**src/hw/ome_defs.vh**
```
`ifndef OME_DEFS_VH
`define OME_DEFS_VH
`define OME_ADDR_W 4
`define OME_FORCE_ADDR 4'h0
`define OME_CFG_ADDR 4'h4
`define OME_FORCE_RST 8'h00
`define OME_FORCE_MASK 8'hfc
`define OME_CFG_RST 8'h00
`define OME_BIT_EXT 7
`define OME_BIT_HF 6
`define OME_BIT_MF 5
`define OME_BIT_LF 4
`define OME_BIT_SEC 3
`define OME_BIT_ADC 2
`define OME_CFG_EXT_LSB 0
`define OME_CFG_EXT_MSB 2
`define OME_CFG_HF_LSB 3
`define OME_CFG_HF_MSB 5
`define OME_CFG_SEC_BIT 6
`define OME_CFG_MASK 8'h7f
`define OME_RESP_OKAY 2'b00
`define OME_RESP_SLVERR 2'b10
`endif

```
**src/hw/oscillator_manual_enable.v**
```verilog
// Implementation choices: the AXI4-Lite interface to the registers and the register offsets.
`timescale 1ns/10ps
`include "ome_defs.vh"
// Operation
// - Bit 7 forces external oscillator on in its configured mode.
// - Clear bit withdraws only the manual request; other requesters still enable.
// - Bit 6 forces high-frequency internal oscillator on at selected frequency.
// - Bit 5 forces medium-frequency internal oscillator on regardless of others.
module ome_oscillator_manual_enable
(
  input wire mclk,
  input wire rst_n,
  input wire [3:0] s_axi_awaddr,
  input wire s_axi_awvalid,
  output reg s_axi_awready,
  input wire [31:0] s_axi_wdata,
  input wire [3:0] s_axi_wstrb,
  input wire s_axi_wvalid,
  output reg s_axi_wready,
  output reg [1:0] s_axi_bresp,
  output reg s_axi_bvalid,
  input wire s_axi_bready,
  input wire [3:0] s_axi_araddr,
  input wire s_axi_arvalid,
  output reg s_axi_arready,
  output reg [31:0] s_axi_rdata,
  output reg [1:0] s_axi_rresp,
  output reg s_axi_rvalid,
  input wire s_axi_rready,
  input wire ext_osc_req,
  input wire high_freq_int_osc_req,
  input wire mid_freq_int_osc_req,
  input wire low_freq_int_osc_req,
  input wire secondary_osc_req,
  input wire converter_rc_osc_req,
  output wire external_oscillator_en,
  output wire high_freq_internal_oscillator_en,
  output wire mid_freq_internal_oscillator_en,
  output wire low_freq_internal_oscillator_en,
  output wire secondary_osc_en,
  output wire converter_rc_osc_en,
  output reg [2:0] ext_osc_mode_config,
  output reg [2:0] internal_osc_freq_select,
  output reg secondary_osc_power_setting
);

  reg [7:0] force_r;
  reg [7:0] cfg_r;
  reg aw_held_r;
  reg w_held_r;
  reg [3:0] awaddr_r;
  reg [7:0] wdata_r;
  reg wstrb0_r;
  wire [5:0] other_req;
  wire [5:0] osc_en;
  wire aw_take;
  wire w_take;
  wire do_write;
  wire [3:0] wr_addr;
  wire [7:0] wr_data;
  wire wr_lane;

  assign aw_take = s_axi_awvalid & s_axi_awready;
  assign w_take = s_axi_wvalid & s_axi_wready;
  assign wr_addr = aw_held_r ? awaddr_r : s_axi_awaddr;
  assign wr_data = w_held_r ? wdata_r : s_axi_wdata[7:0];
  assign wr_lane = w_held_r ? wstrb0_r : s_axi_wstrb[0];
  assign do_write = (aw_held_r | aw_take) & (w_held_r | w_take) & ~s_axi_bvalid;

  // Address decode
  function is_mapped;
    input [3:0] a;
    begin
      if (a == `OME_FORCE_ADDR)
        is_mapped = 1'b1;
      else if (a == `OME_CFG_ADDR)
        is_mapped = 1'b1;
      else
        is_mapped = 1'b0;
    end
  endfunction

  // Write channel handshake
  always @(posedge mclk or negedge rst_n)
  begin
    if (!rst_n)
    begin
      s_axi_awready <= 1'b1;
      s_axi_wready <= 1'b1;
      aw_held_r <= 1'b0;
      w_held_r <= 1'b0;
      awaddr_r <= 4'h0;
      wdata_r <= 8'h00;
      wstrb0_r <= 1'b0;
      s_axi_bvalid <= 1'b0;
      s_axi_bresp <= `OME_RESP_OKAY;
    end
    else
    begin
      if (do_write)
      begin
        aw_held_r <= 1'b0;
        w_held_r <= 1'b0;
        s_axi_awready <= 1'b0;
        s_axi_wready <= 1'b0;
        s_axi_bvalid <= 1'b1;
        s_axi_bresp <= is_mapped(wr_addr) ? `OME_RESP_OKAY : `OME_RESP_SLVERR;
      end
      else
      begin
        if (aw_take)
        begin
          aw_held_r <= 1'b1;
          awaddr_r <= s_axi_awaddr;
          s_axi_awready <= 1'b0;
        end
        if (w_take)
        begin
          w_held_r <= 1'b1;
          wdata_r <= s_axi_wdata[7:0];
          wstrb0_r <= s_axi_wstrb[0];
          s_axi_wready <= 1'b0;
        end
        if (s_axi_bvalid & s_axi_bready)
        begin
          s_axi_bvalid <= 1'b0;
          s_axi_awready <= 1'b1;
          s_axi_wready <= 1'b1;
        end
      end
    end
  end

  // Register storage
  always @(posedge mclk or negedge rst_n)
  begin
    if (!rst_n)
    begin
      force_r <= `OME_FORCE_RST;
      cfg_r <= `OME_CFG_RST;
    end
    else if (do_write & wr_lane)
    begin
      if (wr_addr == `OME_FORCE_ADDR)
        force_r <= wr_data & `OME_FORCE_MASK;
      else if (wr_addr == `OME_CFG_ADDR)
        cfg_r <= wr_data & `OME_CFG_MASK;
    end
  end

  // Read channel
  always @(posedge mclk or negedge rst_n)
  begin
    if (!rst_n)
    begin
      s_axi_arready <= 1'b1;
      s_axi_rvalid <= 1'b0;
      s_axi_rdata <= 32'h00000000;
      s_axi_rresp <= `OME_RESP_OKAY;
    end
    else if (s_axi_arvalid & s_axi_arready)
    begin
      s_axi_arready <= 1'b0;
      s_axi_rvalid <= 1'b1;
      if (s_axi_araddr == `OME_FORCE_ADDR)
      begin
        s_axi_rdata <= {24'h000000, force_r};
        s_axi_rresp <= `OME_RESP_OKAY;
      end
      else if (s_axi_araddr == `OME_CFG_ADDR)
      begin
        s_axi_rdata <= {24'h000000, cfg_r};
        s_axi_rresp <= `OME_RESP_OKAY;
      end
      else
      begin
        s_axi_rdata <= 32'h00000000;
        s_axi_rresp <= `OME_RESP_SLVERR;
      end
    end
    else if (s_axi_rvalid & s_axi_rready)
    begin
      s_axi_rvalid <= 1'b0;
      s_axi_arready <= 1'b1;
    end
  end

  // Operating mode outputs
  always @(posedge mclk or negedge rst_n)
  begin
    if (!rst_n)
    begin
      ext_osc_mode_config <= 3'h0;
      internal_osc_freq_select <= 3'h0;
      secondary_osc_power_setting <= 1'b0;
    end
    else
    begin
      ext_osc_mode_config <= cfg_r[`OME_CFG_EXT_MSB:`OME_CFG_EXT_LSB];
      internal_osc_freq_select <= cfg_r[`OME_CFG_HF_MSB:`OME_CFG_HF_LSB];
      secondary_osc_power_setting <= cfg_r[`OME_CFG_SEC_BIT];
    end
  end

  assign other_req = {ext_osc_req, high_freq_int_osc_req, mid_freq_int_osc_req,
    low_freq_int_osc_req, secondary_osc_req, converter_rc_osc_req};

  ome_osc_gate u_gate
  (
    .mclk(mclk),
    .rst_n(rst_n),
    .force_on(force_r),
    .other_req(other_req),
    .osc_enable(osc_en)
  );

  assign external_oscillator_en = osc_en[5];
  assign high_freq_internal_oscillator_en = osc_en[4];
  assign mid_freq_internal_oscillator_en = osc_en[3];
  assign low_freq_internal_oscillator_en = osc_en[2];
  assign secondary_osc_en = osc_en[1];
  assign converter_rc_osc_en = osc_en[0];

endmodule

```
**src/hw/ome_osc_gate.v**
```verilog
`timescale 1ns/10ps
`include "ome_defs.vh"
// Merges manual forces with other requesters into oscillator enables
module ome_osc_gate
(
  input wire mclk,
  input wire rst_n,
  input wire [7:0] force_on,
  input wire [5:0] other_req,
  output reg [5:0] osc_enable
);

  wire [5:0] force_bits;

  assign force_bits = force_on[7:2];

  always @(posedge mclk or negedge rst_n)
  begin
    if (!rst_n)
      osc_enable <= 6'h00;
    else
      osc_enable <= force_bits | other_req;
  end

endmodule

```
**config.mk**
```make
export PLATFORM = sky130hd
export DESIGN_NAME = ome_oscillator_manual_enable
export DESIGN_NICKNAME = d
export VERILOG_FILES = /design/src/hw/oscillator_manual_enable.v /design/src/hw/ome_osc_gate.v
export VERILOG_INCLUDE_DIRS = /design/src /design/src/hw
export SDC_FILE = /design/constraint.sdc
export NUM_CORES = 1
export LEC_CHECK = 0
export ABC_AREA = 1
export ABC_CLOCK_PERIOD_IN_PS = 3500
export BUFFER_PORTS_ARGS = -buffer_cell sky130_fd_sc_hd__buf_2
export CAP_MARGIN = 40
export CELL_PAD_IN_SITES_DETAIL_PLACEMENT = 1
export CELL_PAD_IN_SITES_GLOBAL_PLACEMENT = 2
export CORE_MARGIN = 4
export CORE_UTILIZATION = 28
export DETAILED_ROUTE_END_ITERATION = 10
export GPL_ROUTABILITY_DRIVEN = 0
export PLACE_DENSITY_LB_ADDON = 0.1
export SLEW_MARGIN = 20
export SYNTH_ARGS = -nofsm -noshare
export SYNTH_HDL_FRONTEND = slang
export SYNTH_SLANG_ARGS = --single-unit
```
**constraint.sdc**
```tcl
create_clock -name mclk -period 3.5 [get_ports mclk]
set_clock_uncertainty 0.05 [all_clocks]
set_input_delay 0.175 -clock mclk [delete_from_list [all_inputs] [get_ports mclk]]
set_output_delay 0.175 -clock mclk [all_outputs]
set_load 0.01 [all_outputs]
```
# Word level (Yosys, flattened, before mapping)
# Index checks and enable logic that the tools add are counted.
[totals]
ff_bits = 82
in_bits = 57
out_inout_bits = 54
word_cells = 74
[classes]
eq_ne = 2
n_mux = 27
n_bitwise = 14
reduce_logical = 12
[op_table]
columns = ["operator", "n"]
rows = [
  ["two-way mux 1 bit", 20],
  ["two-way mux 8 bit", 2],
  ["bitwise AND 1 bit", 8],
  ["== test 4 x 3 -> 1 bit (second input constant)", 2],
  ["zero test 4 bit", 2],
  ["nonzero test 2 bit", 4],
  ["two-way mux 7 bit", 1],
  ["two-way mux 2 bit", 3],
  ["OR 6 bit", 1],
  ["AND reduction 2 bit", 3],
  ["nonzero test 3 bit", 2],
  ["two-way mux 4 bit", 1],
  ["inverter 1 bit", 3],
  ["AND reduction 3 bit", 1],
  ["OR 1 bit", 2],
]

# Depth between registers and ports, before layout
[logic_depth]
ltp_word = 6
ltp_mapped = 8
ltp_nobuf = 8

# Cells and area by module
# Synthesis repeated with hierarchy kept, for this count alone.
[unflattened]
cells_unflattened = 308
area_unflattened_um2 = 2638.8
[by_module_without_submodules]
columns = ["mod", "instances", "cells_per_inst", "area_per_inst_um2", "seq_area_each_um2"]
rows = [
  ["ome_oscillator_manual_enable", 1, 284, 2421.1, 1255.0],
  ["ome_osc_gate", 1, 24, 217.7, 150.1],
]

# Worst setup path after synthesis
# Ideal clock, no wire load.
[synth_path]
kind = "reg-to-reg"
startpoint = "register s_axi_wready"
endpoint = "register cfg_r[0]"
setup_time_ns = 0.117
arrival_ns = 1.252
required_ns = 3.333
slack_ns = 2.082
stages_incl_launch_ff = 8
n_path_buf = 0
synth_period_minus_slack_ns = 1.418
cell_sequence = "dfstp_2 > nand2_1 > nand2_1 > nand3_4 > nor2_4 > nand2_1 > nand2_1 > nand2_1"
[synth_via]
elab_chain_cells = 6
[synth_rtl]
columns = ["element", "line", "source"]
rows = [
  ["start, declared", "oscillator_manual_enable.v:19", "output reg s_axi_wready,"],
  ["start signal, assigned", "oscillator_manual_enable.v:89", "s_axi_wready <= 1'b1;"],
  ["start signal, assigned", "oscillator_manual_enable.v:105", "s_axi_wready <= 1'b0;"],
  ["start signal, assigned", "oscillator_manual_enable.v:122", "s_axi_wready <= 1'b0;"],
  ["bitwise AND 1 bit", "oscillator_manual_enable.v:64", "assign w_take = s_axi_wvalid & s_axi_wready;"],
  ["OR 1 bit", "oscillator_manual_enable.v:68", "assign do_write = (aw_held_r | aw_take) & (w_held_r | w_take) & ~s_axi_bvalid;"],
  ["bitwise AND 1 bit (2 in series)", "oscillator_manual_enable.v:68", ""],
  ["bitwise AND 1 bit", "oscillator_manual_enable.v:142", "else if (do_write & wr_lane)"],
  ["AND reduction 3 bit (no source line)", "-", ""],
  ["end signal, assigned", "oscillator_manual_enable.v:140", "cfg_r <= `OME_CFG_RST;"],
  ["end signal, assigned", "oscillator_manual_enable.v:147", "cfg_r <= wr_data & `OME_CFG_MASK;"],
  ["end, declared", "oscillator_manual_enable.v:48", "reg [7:0] cfg_r;"],
]
# No other way between the ends.
# A chain may end at the register's enable or synchronous reset.

# Final worst setup path
[layout_path]
startpoint = "register w_held_r"
endpoint = "register cfg_r[2]"
[layout_via]
elab_chain_cells = 5
elab_cells_between_ends = 7
classes_between = "mux: 2; bitwise: 4; reduce/logical: 1"
[layout_rtl]
columns = ["element", "line", "source"]
rows = [
  ["start, declared", "oscillator_manual_enable.v:50", "reg w_held_r;"],
  ["start signal, assigned", "oscillator_manual_enable.v:91", "w_held_r <= 1'b0;"],
  ["start signal, assigned", "oscillator_manual_enable.v:103", "w_held_r <= 1'b0;"],
  ["start signal, assigned", "oscillator_manual_enable.v:119", "w_held_r <= 1'b1;"],
  ["OR 1 bit", "oscillator_manual_enable.v:68", ""],
  ["bitwise AND 1 bit (2 in series)", "oscillator_manual_enable.v:68", ""],
  ["bitwise AND 1 bit", "oscillator_manual_enable.v:142", ""],
  ["AND reduction 3 bit (no source line)", "-", ""],
]
# Several ways; a longest one is shown, not always the timed one.

==> reports/metrics.yaml <==
synthesis:
  synth-edff-count: 0
  synth_top_cell_by_area: "dfrtp_1"
  synth.top_cells.by_area: "dfrtp_1 (53%), nand2_1 (14%), buf_4 (8.4%)"
  synth_top_cell_area_share_pct: 53.0
  ys_types: 24
  yosysWarnings: 0
  synth_seq_area_share_pct: 56.2
  async_flop_share_pct: 100
  synth_area_sq_um: 2500
  syn_avg_cell_area_sq_um: 8.81
  synth_seq_cells: 56
  synth_ff_type: "dfrtp_1"
  syn_inst: 284
global_route:
  grt_max_degree: 27
  grt_pass1_wl_um: 9540
  track_usage_pct: 11.5
  grt_pass1_vias: 1960
  grt_overflow_total: 0
  antenna_found_initial: 0
setup_path:
  regToRegEndpoint: "cfg_r[2]"
  start_kind: "register"
  startpoint: "w_held_r"
  crit_path_end_kind: "register"
  required_ps: 3650
  crit_fanout: 19
  crit_arrival_ps: 2060
  setup.worst_path.class: "reg2reg"
  r2r_cells: 7
  regToRegSetupSlack_ps: 1600
  endpoint: "cfg_r[2]"
  r2r-start: "w_held_r"
sta:
  slew_headroom_pct: 49.4
  setup_tns_ps: 0
  setup_viol: 0
  min_period_ps: 1900
  fin_crit_sh_pct: 54.4
  tightest_slew_ps: 753
  hold_viol: 0
  rsz0062_at_grt: "false"
  maxSlewViolCount: 0
  whs_ps: 24.3
  timing.fmax_mhz: 526
place:
  dp_hpwl_um: 4280
  portBuffers: 57
run:
  maxCapViolCount: 0
drt:
  drt-vias-per-instance: 4.14
  totalWireLength_um: 5680
  ant_nets: 0
  vias: 1918
  post_drt_wl_per_cell_um: 12.3
  drt_pass1_iterations: 4
  drcViolationCount: 0
  drtIter0Drc: 41
cells_and_area:
  fillCellCount: 1059
  seqCellArea_sq_um: 1410
  layout-drive-gt1-share_pct: 23.4
  final_core_util_pct: 34.5
  areaGrowthSynthToFinish_pct: 20.3
  antenna_cells: 0
  multi_input_area_sq_um: 853
  nets: 411
power:
  powerDensity_nw_per_um2: 620
  worst_ir_drop_vdd_mv: 0.182
  power_leakage_nw: 1.67
  power_w: 0.00187
floorplanning:
  io_pins: 111
  dieArea_sq_um: 10500
  die_h_um: 103
  die_w_um: 103
  rows: 34
  coreArea_sq_um: 8720
  start_util_pct: 28.7
cts:
  root_buffer: "clkbuf_8"
  cts_resized: 0
  cts_buffer_depth: 2
  clkSinkCount: 56
  cts-buffers-inserted: 5
  clk_latency_ps: 310
  postCtsSetupRepairBufs: 0
  htreeDepth: 2
  path_clk_slew_ps: 110
  cts_tree: "built"
status:
  status: "finished, final reports clean"
hold_path:
  min-delay-path-class: "in2reg"
==> worst min path at each step <==
stage                 start            to  slack (ps)  cells after the start
5_1_grt        s_axi_rready  s_axi_rvalid          30                      2
2_1_floorplan         rst_n     aw_held_r        -170                      0
6_report       s_axi_rready  s_axi_rvalid          20                      2
3_5_place_dp          rst_n  s_axi_rvalid         150                      1
4_1_cts        s_axi_rready  s_axi_rvalid           7                      2
3_3_place_gp   s_axi_wvalid  s_axi_wready         300                      2
==> timing repair <==
| action | in CTS | in global routing |
|---|---|---|
| endpoints found under the setup margin | 0 | 0 |
| endpoints found under the hold margin | 27 | 0 |
| hold buffers | 10 | 0 |
==> sequential cells by signal, summed over array words and instances (netlist names), 3 cells and up <==
name                      cells
wdata_r                       8
u_gate.osc_enable             6
awaddr_r                      4
ext_osc_mode_config           3
s_axi_rdata                   8
internal_osc_freq_select      3
cfg_r                         7
force_r                       6
==> synth_stat cells (2+ instances only) <==
master and count:
dfrtp_1 53, nand2_1 92, nor2_4 2, o21ai_0 26
nand3_1 28, or2_2 6, inv_2 2, clkbuf_1 2
inv_1 26, buf_4 28, nor2_1 4, dfstp_2 3
==> critical path, stage by stage (launching register included) <==
cell and delay [ps]:
dfrtp_1 680, inv_2 70, nand2_1 130, nand3_4 150, nor2_4 300, nand2_1 250, nand2_1 110, nand2_1 50
==> placed cells by master (no fill, tap or decap), types with 3 or more instances in the layout <==
cell type,synthesis,final
or2_2,6,6
conb_1,1,26
nor2_1,4,4
nand2_1,92,92
o21ai_0,26,26
dlygate4sd3_1,0,10
clkbuf_8,0,5
nand3_1,28,28
dfstp_2,3,3
buf_2,0,57
inv_1,26,26
dfrtp_1,53,53
==> through the flow <==
step                      std cells  worst slack, ps  area (sq um)
after floorplan                 309             2080          2600
after global placement          444             1530          2800
after detailed placement        445             1540          2820
after CTS                       463             1520          3010
after global routing            463             1280          3010
final                           463             1600          3010
==> logic make-up after synthesis <==
kind of cell    after synthesis  share of synthesized area [%]
other cells                   1                          0.150
buf+inv                      60                           13.5
compound gates               30                           6.15
simple gates                137                           24.1
flops                        56                           56.2
==> layer usage <==
layer | vias up | GRT usage [%] | share of wire (%)
li1 | 969 | - | -
met1 | 881 | 15.8 | 47
met5 | - | 0 | 0
met2 | 61 | 18.0 | 44
met4 | 0 | 3.33 | 1.2
met3 | 7 | 2.64 | 7.8
==> area by class of cell <==
cell class / count / area share, %
well taps: 108 / 4.49
repair buffers: 69 / 13.7
clock buffers: 5 / 2.29
clock inverters: 3 / 0.832
flip-flops and latches: 56 / 46.7
multi-input cells: 193 / 28.4
inverters: 29 / 3.62
==> report_power, final <==
group,leakage [nW],total (W),internal (W),switching [W]
logic,0.898,0.000510,0.000194,0.000316
registers,0.725,0.000979,0.000842,0.000138
clock network,0.0452,0.000378,0.000147,0.000231
total,1.67,0.00187,0.00118,0.000685
Power figures use the tool's default switching activity.
